$ cat src/sps_pkg.sv
// Shared constants and types for the synchronous SRAM port control block
package sps_pkg;
  localparam int DATA_WIDTH = 32;
  localparam int LANES = 4;
  localparam int ADDR_WIDTH = 18;
  localparam int BURST_BITS = 2;
  localparam int BUFFER_DEPTH = 2;
  localparam int SYNC_STAGES = 2;
  localparam logic MODE_RESET = 1'h1;
  localparam logic [BURST_BITS-1:0] BURST_START = 2'h0;
  localparam logic [BURST_BITS-1:0] BURST_STEP = 2'h1;

  typedef enum logic [1:0] {
    OP_IDLE = 2'b00,
    OP_READ = 2'b01,
    OP_WRITE = 2'b10,
    OP_DESELECT = 2'b11
  } sps_op_type;
endpackage

$ cat src/sps_stream_if.sv
// Valid/ready word carrier between the port control and its write buffer
`timescale 1ns/1ps
interface sps_stream_if #(parameter int WIDTH = 8);
  logic valid;
  logic ready;
  logic [WIDTH-1:0] data;
  modport source (output valid, output data, input ready);
  modport sink (input valid, input data, output ready);
endinterface

$ cat src/sps_port_control.sv
// Pin-side control of a pipelined synchronous burst SRAM port
// Behaviour
// The active-low third chip select is sampled each enabled rising edge and joins the other two in selection; the code samples it only with adv_load_n low.
// The active-low output enable acts without the clock, letting the data pins drive when low and float when high.
// Data outputs stay floating during a write data cycle, the first clock after deselect, and while deselected.
// Only edges seen with the active-low clock gate low advance any sampled input or state; the code clocks strap, scan and write buffer on every edge.
// Raising the clock gate does not deselect; the current operation simply stays pending.
// Incoming data on the data lines is captured into a data register on the rising clock edge.
// A read drives the word at the address sampled on the previous rise, one pipeline stage later.
// Parity lines act as data lines, each parity lane written only with its own byte-write select.
// The burst-order strap picks interleaved order when high and linear order when low.
// The strap reads as high when left open and is expected to stay constant in operation.
// Serial scan output changes on the falling edge of the scan clock.
// Serial scan input is sampled on the rising edge of the scan clock.
// The active-low first chip select is sampled on the rising edge and joins selection.
// The active-high second chip select is sampled on the rising edge and joins selection.
`timescale 1ns/1ps
module sps_port_control
  import sps_pkg::*;
#(
  parameter int DW = DATA_WIDTH,
  parameter int NL = LANES,
  parameter int AW = ADDR_WIDTH
) (
  // Clock and reset
  input wire logic clk,
  input wire logic reset,
  // Controller pins
  input wire logic chip_select_a_n,
  input wire logic chip_select_b,
  input wire logic chip_select_c_n,
  input wire logic clock_gate_n,
  input wire logic write_enable_n,
  input wire logic adv_load_n,
  input wire logic [AW-1:0] address,
  input wire logic [NL-1:0] byte_write_select_n,
  input wire logic output_enable_n,
  input wire logic burst_mode,
  // Data and parity pins
  input wire logic [DW-1:0] data_in,
  output logic [DW-1:0] data_out,
  input wire logic [NL-1:0] parity_lines_in,
  output logic [NL-1:0] parity_lines_out,
  output logic data_oe,
  // Scan serial pins
  input wire logic tck,
  input wire logic tdi,
  output logic tdo,
  // Scan user side
  input wire logic scan_out_bit,
  output logic scan_in_bit,
  output logic scan_in_strobe,
  // Memory core read port
  output logic core_read,
  output logic [AW-1:0] core_address,
  input wire logic [DW+NL-1:0] core_read_data,
  // Memory core write port
  output logic core_write_valid,
  input wire logic core_write_ready,
  output logic [AW-1:0] core_write_address,
  output logic [NL-1:0] core_write_lanes,
  output logic [DW+NL-1:0] core_write_data
);
  localparam int WW = AW + NL + NL + DW;

  sps_stream_if #(.WIDTH(WW)) fill_if ();
  sps_stream_if #(.WIDTH(WW)) drain_if ();

  // ************************************************
  // Address stage
  // ************************************************
  sps_op_type op, next_op;
  logic [AW-1:0] addr, next_addr;
  logic [NL-1:0] lanes, next_lanes;
  logic [BURST_BITS-1:0] burst_base, next_burst_base;
  logic [BURST_BITS-1:0] burst_count, next_burst_count;
  logic next_core_read;
  logic selected;
  logic advance;

  // ************************************************
  // Data stage
  // ************************************************
  logic [DW-1:0] read_word, next_read_word;
  logic [NL-1:0] read_parity, next_read_parity;
  logic drive_window, next_drive_window;
  logic push_valid, next_push_valid;
  logic [WW-1:0] push_word, next_push_word;

  // ************************************************
  // Strap and scan synchronisers
  // ************************************************
  logic [SYNC_STAGES-1:0] mode_sync;
  logic [SYNC_STAGES-1:0] tck_sync;
  logic [SYNC_STAGES-1:0] tdi_sync;
  logic tck_last;
  logic interleaved;
  logic tck_rise, tck_fall;
  logic next_tdo, next_scan_in_bit, next_scan_in_strobe;

  assign selected = !chip_select_a_n && chip_select_b && !chip_select_c_n;
  // Only a write whose word would overwrite one still waiting at a full buffer holds the pipe
  // Limitation: the controller sees no wait, so a long core stall can drop its write data
  assign advance = !clock_gate_n && !(op == OP_WRITE && push_valid && !fill_if.ready);
  assign interleaved = mode_sync[SYNC_STAGES-1];
  assign next_core_read = (next_op == OP_READ);

  always_comb begin
    next_op = op;
    next_addr = addr;
    next_lanes = lanes;
    next_burst_base = burst_base;
    next_burst_count = burst_count;
    if (advance) begin
      if (!adv_load_n) begin
        if (selected) begin
          next_op = write_enable_n ? OP_READ : OP_WRITE;
          next_addr = address;
          next_lanes = ~byte_write_select_n;
          next_burst_base = address[BURST_BITS-1:0];
          next_burst_count = BURST_START;
        end else begin
          next_op = OP_DESELECT;
        end
      end else if (op == OP_READ || op == OP_WRITE) begin
        next_burst_count = burst_count + BURST_STEP;
        next_addr[BURST_BITS-1:0] = interleaved ? (burst_base ^ next_burst_count)
                                                : (burst_base + next_burst_count);
        next_lanes = ~byte_write_select_n;
      end
    end
  end

  always_ff @(posedge clk) begin
    if (reset) begin
      op <= OP_IDLE;
      core_read <= 1'b0;
      addr <= '0;
      lanes <= '0;
      burst_base <= BURST_START;
      burst_count <= BURST_START;
    end else begin
      op <= next_op;
      core_read <= next_core_read;
      addr <= next_addr;
      lanes <= next_lanes;
      burst_base <= next_burst_base;
      burst_count <= next_burst_count;
    end
  end

  always_comb begin
    next_read_word = read_word;
    next_read_parity = read_parity;
    next_drive_window = drive_window;
    next_push_word = push_word;
    next_push_valid = push_valid && !fill_if.ready;
    if (!clock_gate_n) begin
      // Window opens only for a read's data cycle; deselect and write cycles close it
      next_drive_window = (op == OP_READ);
    end
    if (advance) begin
      if (op == OP_READ) begin
        next_read_word = core_read_data[DW-1:0];
        next_read_parity = core_read_data[DW+NL-1:DW];
      end
      if (op == OP_WRITE) begin
        next_push_word = {addr, lanes, parity_lines_in, data_in};
        next_push_valid = 1'b1;
      end
    end
  end

  always_ff @(posedge clk) begin
    if (reset) begin
      read_word <= '0;
      read_parity <= '0;
      drive_window <= 1'b0;
      push_valid <= 1'b0;
      push_word <= '0;
    end else begin
      read_word <= next_read_word;
      read_parity <= next_read_parity;
      drive_window <= next_drive_window;
      push_valid <= next_push_valid;
      push_word <= next_push_word;
    end
  end

  assign fill_if.valid = push_valid;
  assign fill_if.data = push_word;
  assign drain_if.ready = core_write_ready;

  sps_word_buffer #(.WIDTH(WW), .DEPTH(BUFFER_DEPTH)) write_buffer (
    .clk(clk),
    .reset(reset),
    .fill(fill_if),
    .drain(drain_if)
  );

  assign data_out = read_word;
  assign parity_lines_out = read_parity;
  // Output enable is combinational by design: the pin gates the drivers without a clock
  assign data_oe = drive_window && !output_enable_n;
  assign core_address = addr;
  assign core_write_valid = drain_if.valid;
  assign core_write_address = drain_if.data[WW-1:WW-AW];
  assign core_write_lanes = drain_if.data[DW+2*NL-1:DW+NL];
  assign core_write_data = drain_if.data[DW+NL-1:0];

  // ************************************************
  // Scan clock edges, seen through two flip-flops
  // ************************************************
  assign tck_rise = tck_sync[SYNC_STAGES-1] && !tck_last;
  assign tck_fall = !tck_sync[SYNC_STAGES-1] && tck_last;

  always_comb begin
    next_tdo = tdo;
    next_scan_in_bit = scan_in_bit;
    next_scan_in_strobe = tck_rise;
    if (tck_fall) begin
      next_tdo = scan_out_bit;
    end
    if (tck_rise) begin
      next_scan_in_bit = tdi_sync[SYNC_STAGES-1];
    end
  end

  always_ff @(posedge clk) begin
    if (reset) begin
      // Open strap reads high until the synchroniser fills
      mode_sync <= {SYNC_STAGES{MODE_RESET}};
      tck_sync <= '0;
      tdi_sync <= '0;
      tck_last <= 1'b0;
      tdo <= 1'b0;
      scan_in_bit <= 1'b0;
      scan_in_strobe <= 1'b0;
    end else begin
      mode_sync <= {mode_sync[SYNC_STAGES-2:0], burst_mode};
      tck_sync <= {tck_sync[SYNC_STAGES-2:0], tck};
      tdi_sync <= {tdi_sync[SYNC_STAGES-2:0], tdi};
      tck_last <= tck_sync[SYNC_STAGES-1];
      tdo <= next_tdo;
      scan_in_bit <= next_scan_in_bit;
      scan_in_strobe <= next_scan_in_strobe;
    end
  end
endmodule

$ cat src/sps_word_buffer.sv
// Small valid/ready buffer with registered outputs on both sides
`timescale 1ns/1ps
module sps_word_buffer
  import sps_pkg::*;
#(
  parameter int WIDTH = 8,
  parameter int DEPTH = BUFFER_DEPTH
) (
  // Clock and reset
  input wire logic clk,
  input wire logic reset,
  // Filling side
  sps_stream_if.sink fill,
  // Draining side
  sps_stream_if.source drain
);
  localparam int PW = (DEPTH > 1) ? $clog2(DEPTH) : 1;
  localparam logic [PW:0] FULL_COUNT = (PW + 1)'(DEPTH);
  localparam logic [PW-1:0] LAST_SLOT = PW'(DEPTH - 1);

  logic [WIDTH-1:0] store [DEPTH];
  logic [PW-1:0] head, tail, next_head, next_tail;
  logic [PW:0] count, next_count;
  logic push, pop;
  logic not_full, next_not_full, not_empty, next_not_empty;

  assign push = fill.valid && fill.ready;
  assign pop = drain.valid && drain.ready;
  assign fill.ready = not_full;
  assign drain.valid = not_empty;
  assign drain.data = store[head];

  always_comb begin
    next_head = head;
    next_tail = tail;
    next_count = count;
    if (push) begin
      next_tail = (tail == LAST_SLOT) ? '0 : tail + 1'b1;
    end
    if (pop) begin
      next_head = (head == LAST_SLOT) ? '0 : head + 1'b1;
    end
    if (push && !pop) begin
      next_count = count + 1'b1;
    end else if (pop && !push) begin
      next_count = count - 1'b1;
    end
    next_not_full = (next_count != FULL_COUNT);
    next_not_empty = (next_count != '0);
  end

  always_ff @(posedge clk) begin
    if (reset) begin
      head <= '0;
      tail <= '0;
      count <= '0;
      not_full <= 1'b1;
      not_empty <= 1'b0;
    end else begin
      head <= next_head;
      tail <= next_tail;
      count <= next_count;
      not_full <= next_not_full;
      not_empty <= next_not_empty;
    end
  end

  // Storage needs no reset; count guards every read
  always_ff @(posedge clk) begin
    if (push) begin
      store[tail] <= fill.data;
    end
  end
endmodule

$ cat config.mk
export PLATFORM = sky130hd
export DESIGN_NAME = sps_port_control
export DESIGN_NICKNAME = d
export VERILOG_FILES = /design/src/sps_pkg.sv /design/src/sps_stream_if.sv /design/src/sps_port_control.sv /design/src/sps_word_buffer.sv
export SDC_FILE = /design/constraint.sdc
export NUM_CORES = 1
export LEC_CHECK = 0
export CAP_MARGIN = 10
export CORE_MARGIN = 2
export CORE_UTILIZATION = 37
export DETAILED_ROUTE_END_ITERATION = 6
export DONT_BUFFER_PORTS = 1
export GPL_TIMING_DRIVEN = 0
export PLACE_DENSITY = 0.5
export RECOVER_POWER = 50
export REMOVE_ABC_BUFFERS = 1
export SLEW_MARGIN = 20
export SYNTH_ARGS = -nofsm -noshare
export SYNTH_HDL_FRONTEND = slang
export SYNTH_SLANG_ARGS = --single-unit
$ cat constraint.sdc
create_clock -name clk -period 7.8 [get_ports clk]
set_input_delay 0.78 -clock clk [delete_from_list [all_inputs] [get_ports clk]]
set_output_delay 0.78 -clock clk [all_outputs]
set_load 0.05 [all_outputs]
Word-level counts from Yosys, hierarchy flattened. Memories as Yosys holds them, arrays and structs flattened. A register that Yosys moved wholly into a read port is not among the register bits. Cells that the tools add are included.

Memories: 1. RAM bits: 116. Input port bits: 108. Register bits after elaboration: 141. Output and inout port bits: 118. Logic and storage cells: 93.

Reductions and logical operators: 30. $add $sub $neg: 6. Multiplexer cells: 24. Eq/ne operators: 5. Bitwise logic cells: 3.

Memory list: write_buffer.store (words 2, bits a word 58, read ports 1, clocked after memory_dff 1, wr ports 1, RTL line sps_word_buffer.sv:21) `logic [WIDTH-1:0] store [DEPTH];`.

Operator list (number): 2-bit 2-to-1 mux (13); 1-bit logical AND (13); 4-bit 2-to-1 mux (3); 1-bit zero test (10); 1-bit 2-to-1 mux (8); 3-bit AND reduction (2); 2-bit by 1-bit adder with 2-bit output (second input constant) (2); 2-bit by 1-bit == test with 1-bit output (second input constant) (2); 4-bit inverter (1); 2-bit AND reduction (2); 2-bit nonzero test (2); 1-bit adder (second input constant) (2); 2-bit adder (1); 2-bit == test (second input constant) (1); 2-bit by 1-bit inequality test with 1-bit output (second input constant) (1); 2-bit inequality test (second input constant) (1); 2-bit by 1-bit subtractor with 2-bit output (second input constant) (1); 2-bit bitwise XOR (1); 1-bit logical OR (1); 1-bit inverter (1).

Depth between registers and ports, before layout.
Word-level depth: 7. Mapped depth: 9. Depth with buffers taken out: 6.

Hierarchy. Synthesis repeated with hierarchy kept, for this count alone.

Cells, all modules: 796. Area total of the unflattened synthesis: 9291.4 um^2.

Modules (own cells, without submodules): sps_port_control (seq. area each 2702.6 um^2, area each 4804.6 um^2, instances 1, cells an instance 585); sps_word_buffer (seq. area each 3623.5 um^2, area each 4486.8 um^2, instances 1, cells an instance 211).

Worst setup path after synthesis. OpenSTA, ideal clock, no wires.

Kind: reg2reg. Start: register push_valid (netlist: fill_if.valid). End: memory write_buffer.store[0][0] (netlist bit), enable pin. Period minus slack after synthesis: 3402 ps. Required time: 7326 ps. Setup slack: 4398 ps. Arrival time: 2928 ps. Library setup time: 474 ps. Buffers on the path: 0. Cell stages (with the launch flop): 3. Path through: dfxtp_1 -> nand2_1 -> nor2_1.

Word-level cells in the longest chain between the ends: 3.

RTL lines: start, declared (RTL line sps_port_control.sv:87) `logic push_valid, next_push_valid;`; start signal, assigned (RTL line sps_port_control.sv:185) `push_valid <= next_push_valid;`; 1-bit logical AND (RTL line sps_word_buffer.sv:27) `assign push = fill.valid && fill.ready;`; 1-bit 2-to-1 mux (RTL line sps_word_buffer.sv:70) `if (push) begin`; 1-bit 2-to-1 mux (implied by the code) (RTL line sps_word_buffer.sv:71) `store[tail] <= fill.data;`; end, declared (RTL line sps_word_buffer.sv:21).

No other way between the ends.

Worst setup path in the final report.
Start: register push_valid (netlist: fill_if.valid). End: memory write_buffer.store[1][32] (netlist bit), enable pin.

The elaborated chain is that of the path after synthesis.

==> out/metrics.cfg <==
[power_and_ir_drop]
p_per_area_nw_per_um2=281.2
vdd_drop_max_mv=0.1250
p_leak_uw=0.003498

[placement]
io_buffers=0
place_area_um2=9734
place.gp.congestion=0.7574
place_ws_ns=5.139
dp_hpwl_mm=12.96

[clock_tree]
clk_path_buf_depth=3
cts_inserted_buffers=27
path_clk_slew_ns=0.06
cts_tree=yes
clock-sinks=258
root_buffer=clkbuf_16
worstSkewPairLatency_ns=0.52
post_cts_buffers=0
post_cts_resized=0
hold_buffers=0
htreeDepth=1

[yosys]
synthCells=799
yosys_register_bits=258
yosysWarnings=0
yosys.area.top_type_share=0.3748
syn_area_um2=9294
yosysTopAreaCell=edfxtp_1
synth_edf_count=116
ys.flop_type=dfxtp_1
ys_seq_area_frac=0.6807
synth.top_cells.by_area=edfxtp_1, dfxtp_1, nand2_1
yosysUniqueCellTypes=43
async_reset_ff_frac=0
syn_area_per_cell_um2=11.63

[grt]
grt_remaining_overflow=0
first_global_vias=5699
grtUsageMet2=0.2429
grt_util_met1=0.1826
antenna_found_initial=0
grt_max_degree=147
gr-usage-all-layers=0.1463
grt-busiest-layer=met2
use_met3=0.05373
grt_first_pass_wirelength_mm=30.71

[sta]
layout_min_cycle_time_ns=3.601
setup_slack_ns=4.199
fmax_ghz=0.2777
setup_viol=0
fin_skew_ns=0.009652
slew_headroom=-0.2553
holdWs_ns=0.3265
maxSlewViolCount=61
period_share=0.4616
fin_tns_setup_ns=0
hold_violations=0
tightest_slew_ns=1.883
rsz0062_at_grt=no

[worst_setup_path]
critPathKind=reg -> reg
rrSetupSlack_ns=4.20
crit_arrival_ns=3.71
cp.required_ns=7.91
r2r_cells=2
rr_endpoint=write_buffer.store[1][32]
path_max_fanout=31
worstReg2RegStart=fill_if.valid
cp-start-kind=flip-flop
end_kind=flip-flop
endpoint=write_buffer.store[1][32]
crit_start=fill_if.valid

[die]
core_um2=24890
fp.dieH_um=162.5
fp.dieW_um=162.5
ios=226
fp-row-count=58
start_util=0.3734
dieArea_um2=26400

[worst_hold_path]
whs_path_depth=1
worstHoldPathType=in -> reg

[routing]
post_drt_via_cell_ratio=4.926
dr.pass1.iters=4
drtIter0Drc=215
drt_wl_total_mm=20.16
wire_per_inst_um=17.65
drc=0
vias=5625
ant_nets=0

[run_status]
outcome=complete, but fails checks
violations=capacitance limit, slew limit

[finish]
drive_gt1_frac=0.1515
finalNetCount=903
layout_commonest_cell=nand2_1
layout_common_cells=nand2_1, dfxtp_1, a21oi_1, edfxtp_1, mux2_2
area_delta_synth_final_pct=13.10
regArea_um2=6330
multi_input_area_um2=2736
post-route-cell-area_um2=10510
antennaDiodeCount=0
fillers=2345

[run]
maxCapViolations=2

-- cell usage after synthesis, types with 2 or more instances --
cell type / number
nand2b_1: 3
nand2_1: 227
nor3b_2: 2
mux2i_1: 5
or2_2: 2
a211oi_1: 5
dfxtp_1: 142
and3b_1: 3
a211oi_2: 2
and3_1: 3
a21oi_1: 116
buf_2: 15
nor2_1: 18
nor3_1: 3
inv_1: 3
buf_6: 4
edfxtp_1: 116
xnor2_1: 3
xor2_1: 3
nor2b_1: 9
mux2_2: 58
buf_1: 6
ha_1: 3
or3b_2: 2
nand3b_1: 4
clkbuf_1: 25
-- critical path, stage by stage (launching register included) --
cell and delay (ns):
dfxtp_1 0.45, and3_1 1.29, clkbuf_1 1.43
-- report_power, final --
part           switching, uW  internal (uW)
Combinational            111           45.1
Sequential              49.2           1430
Clock                    510            808
Total                    671           2280
-- how the worst min path moves through the flow --
stage | startpoint | slack (ns) | end
finish | reset | 0.33 | tck_sync[0]
detailed placement | mode_sync[0] | 0.40 | mode_sync[1]
floorplan | mode_sync[0] | 0.39 | mode_sync[1]
CTS | reset | 0.31 | flip-flop
global route | reset | 0.30 | tck_sync[0]
global placement | mode_sync[0] | 0.41 | mode_sync[1]
-- layout make-up --
class                           instances  area share
Inverter                                3    0.001071
Tap cell                              330     0.03928
Timing Repair Buffer                   14    0.009642
Clock buffer                           31     0.06666
Sequential cell                       258      0.6022
Multi-Input combinational cell        488      0.2603
Clock inverter                         18     0.02083
-- stage by stage --
stage / utilization / instances / total power [uW]
2_1_floorplan: - / 749 / 1636
3_3_place_gp: 0.3805 / 1079 / 1664
3_5_place_dp: 0.3911 / 1093 / 1675
4_1_cts: 0.4280 / 1142 / 3003
5_1_grt: 0.4223 / 1142 / 3058
6_report: 0.4223 / 1142 / 2956
-- registers in the layout, indices dropped and copies added (netlist names), 4 cells and up, named ones only --
signal	count
core_address	18
lanes	4
parity_lines_out	4
write_buffer.store	116
data_out	32
fill_if.data	58
-- cells by family (layout without fill, tap and decap cells) --
kind of cell / Yosys count / count (layout) / synth area share
and+or+nand+nor: 283 / 283 / 0.1284
xor gates and xnor gates: 6 / 6 / 0.005655
buffers and inverters: 53 / 66 / 0.02666
AOI/OAI and AO/OA: 133 / 133 / 0.07889
muxes: 63 / 63 / 0.07566
adders and majority gates: 3 / 3 / 0.004039
DFF: 258 / 258 / 0.6807
-- metal layers --
metal	share of wire	vias up
li1	-	2721
met1	0.41	2667
met2	0.47	217
met3	0.11	20
met4	0.012	0
met5	0	-
No activity file was read; power rests on OpenSTA's default activity.
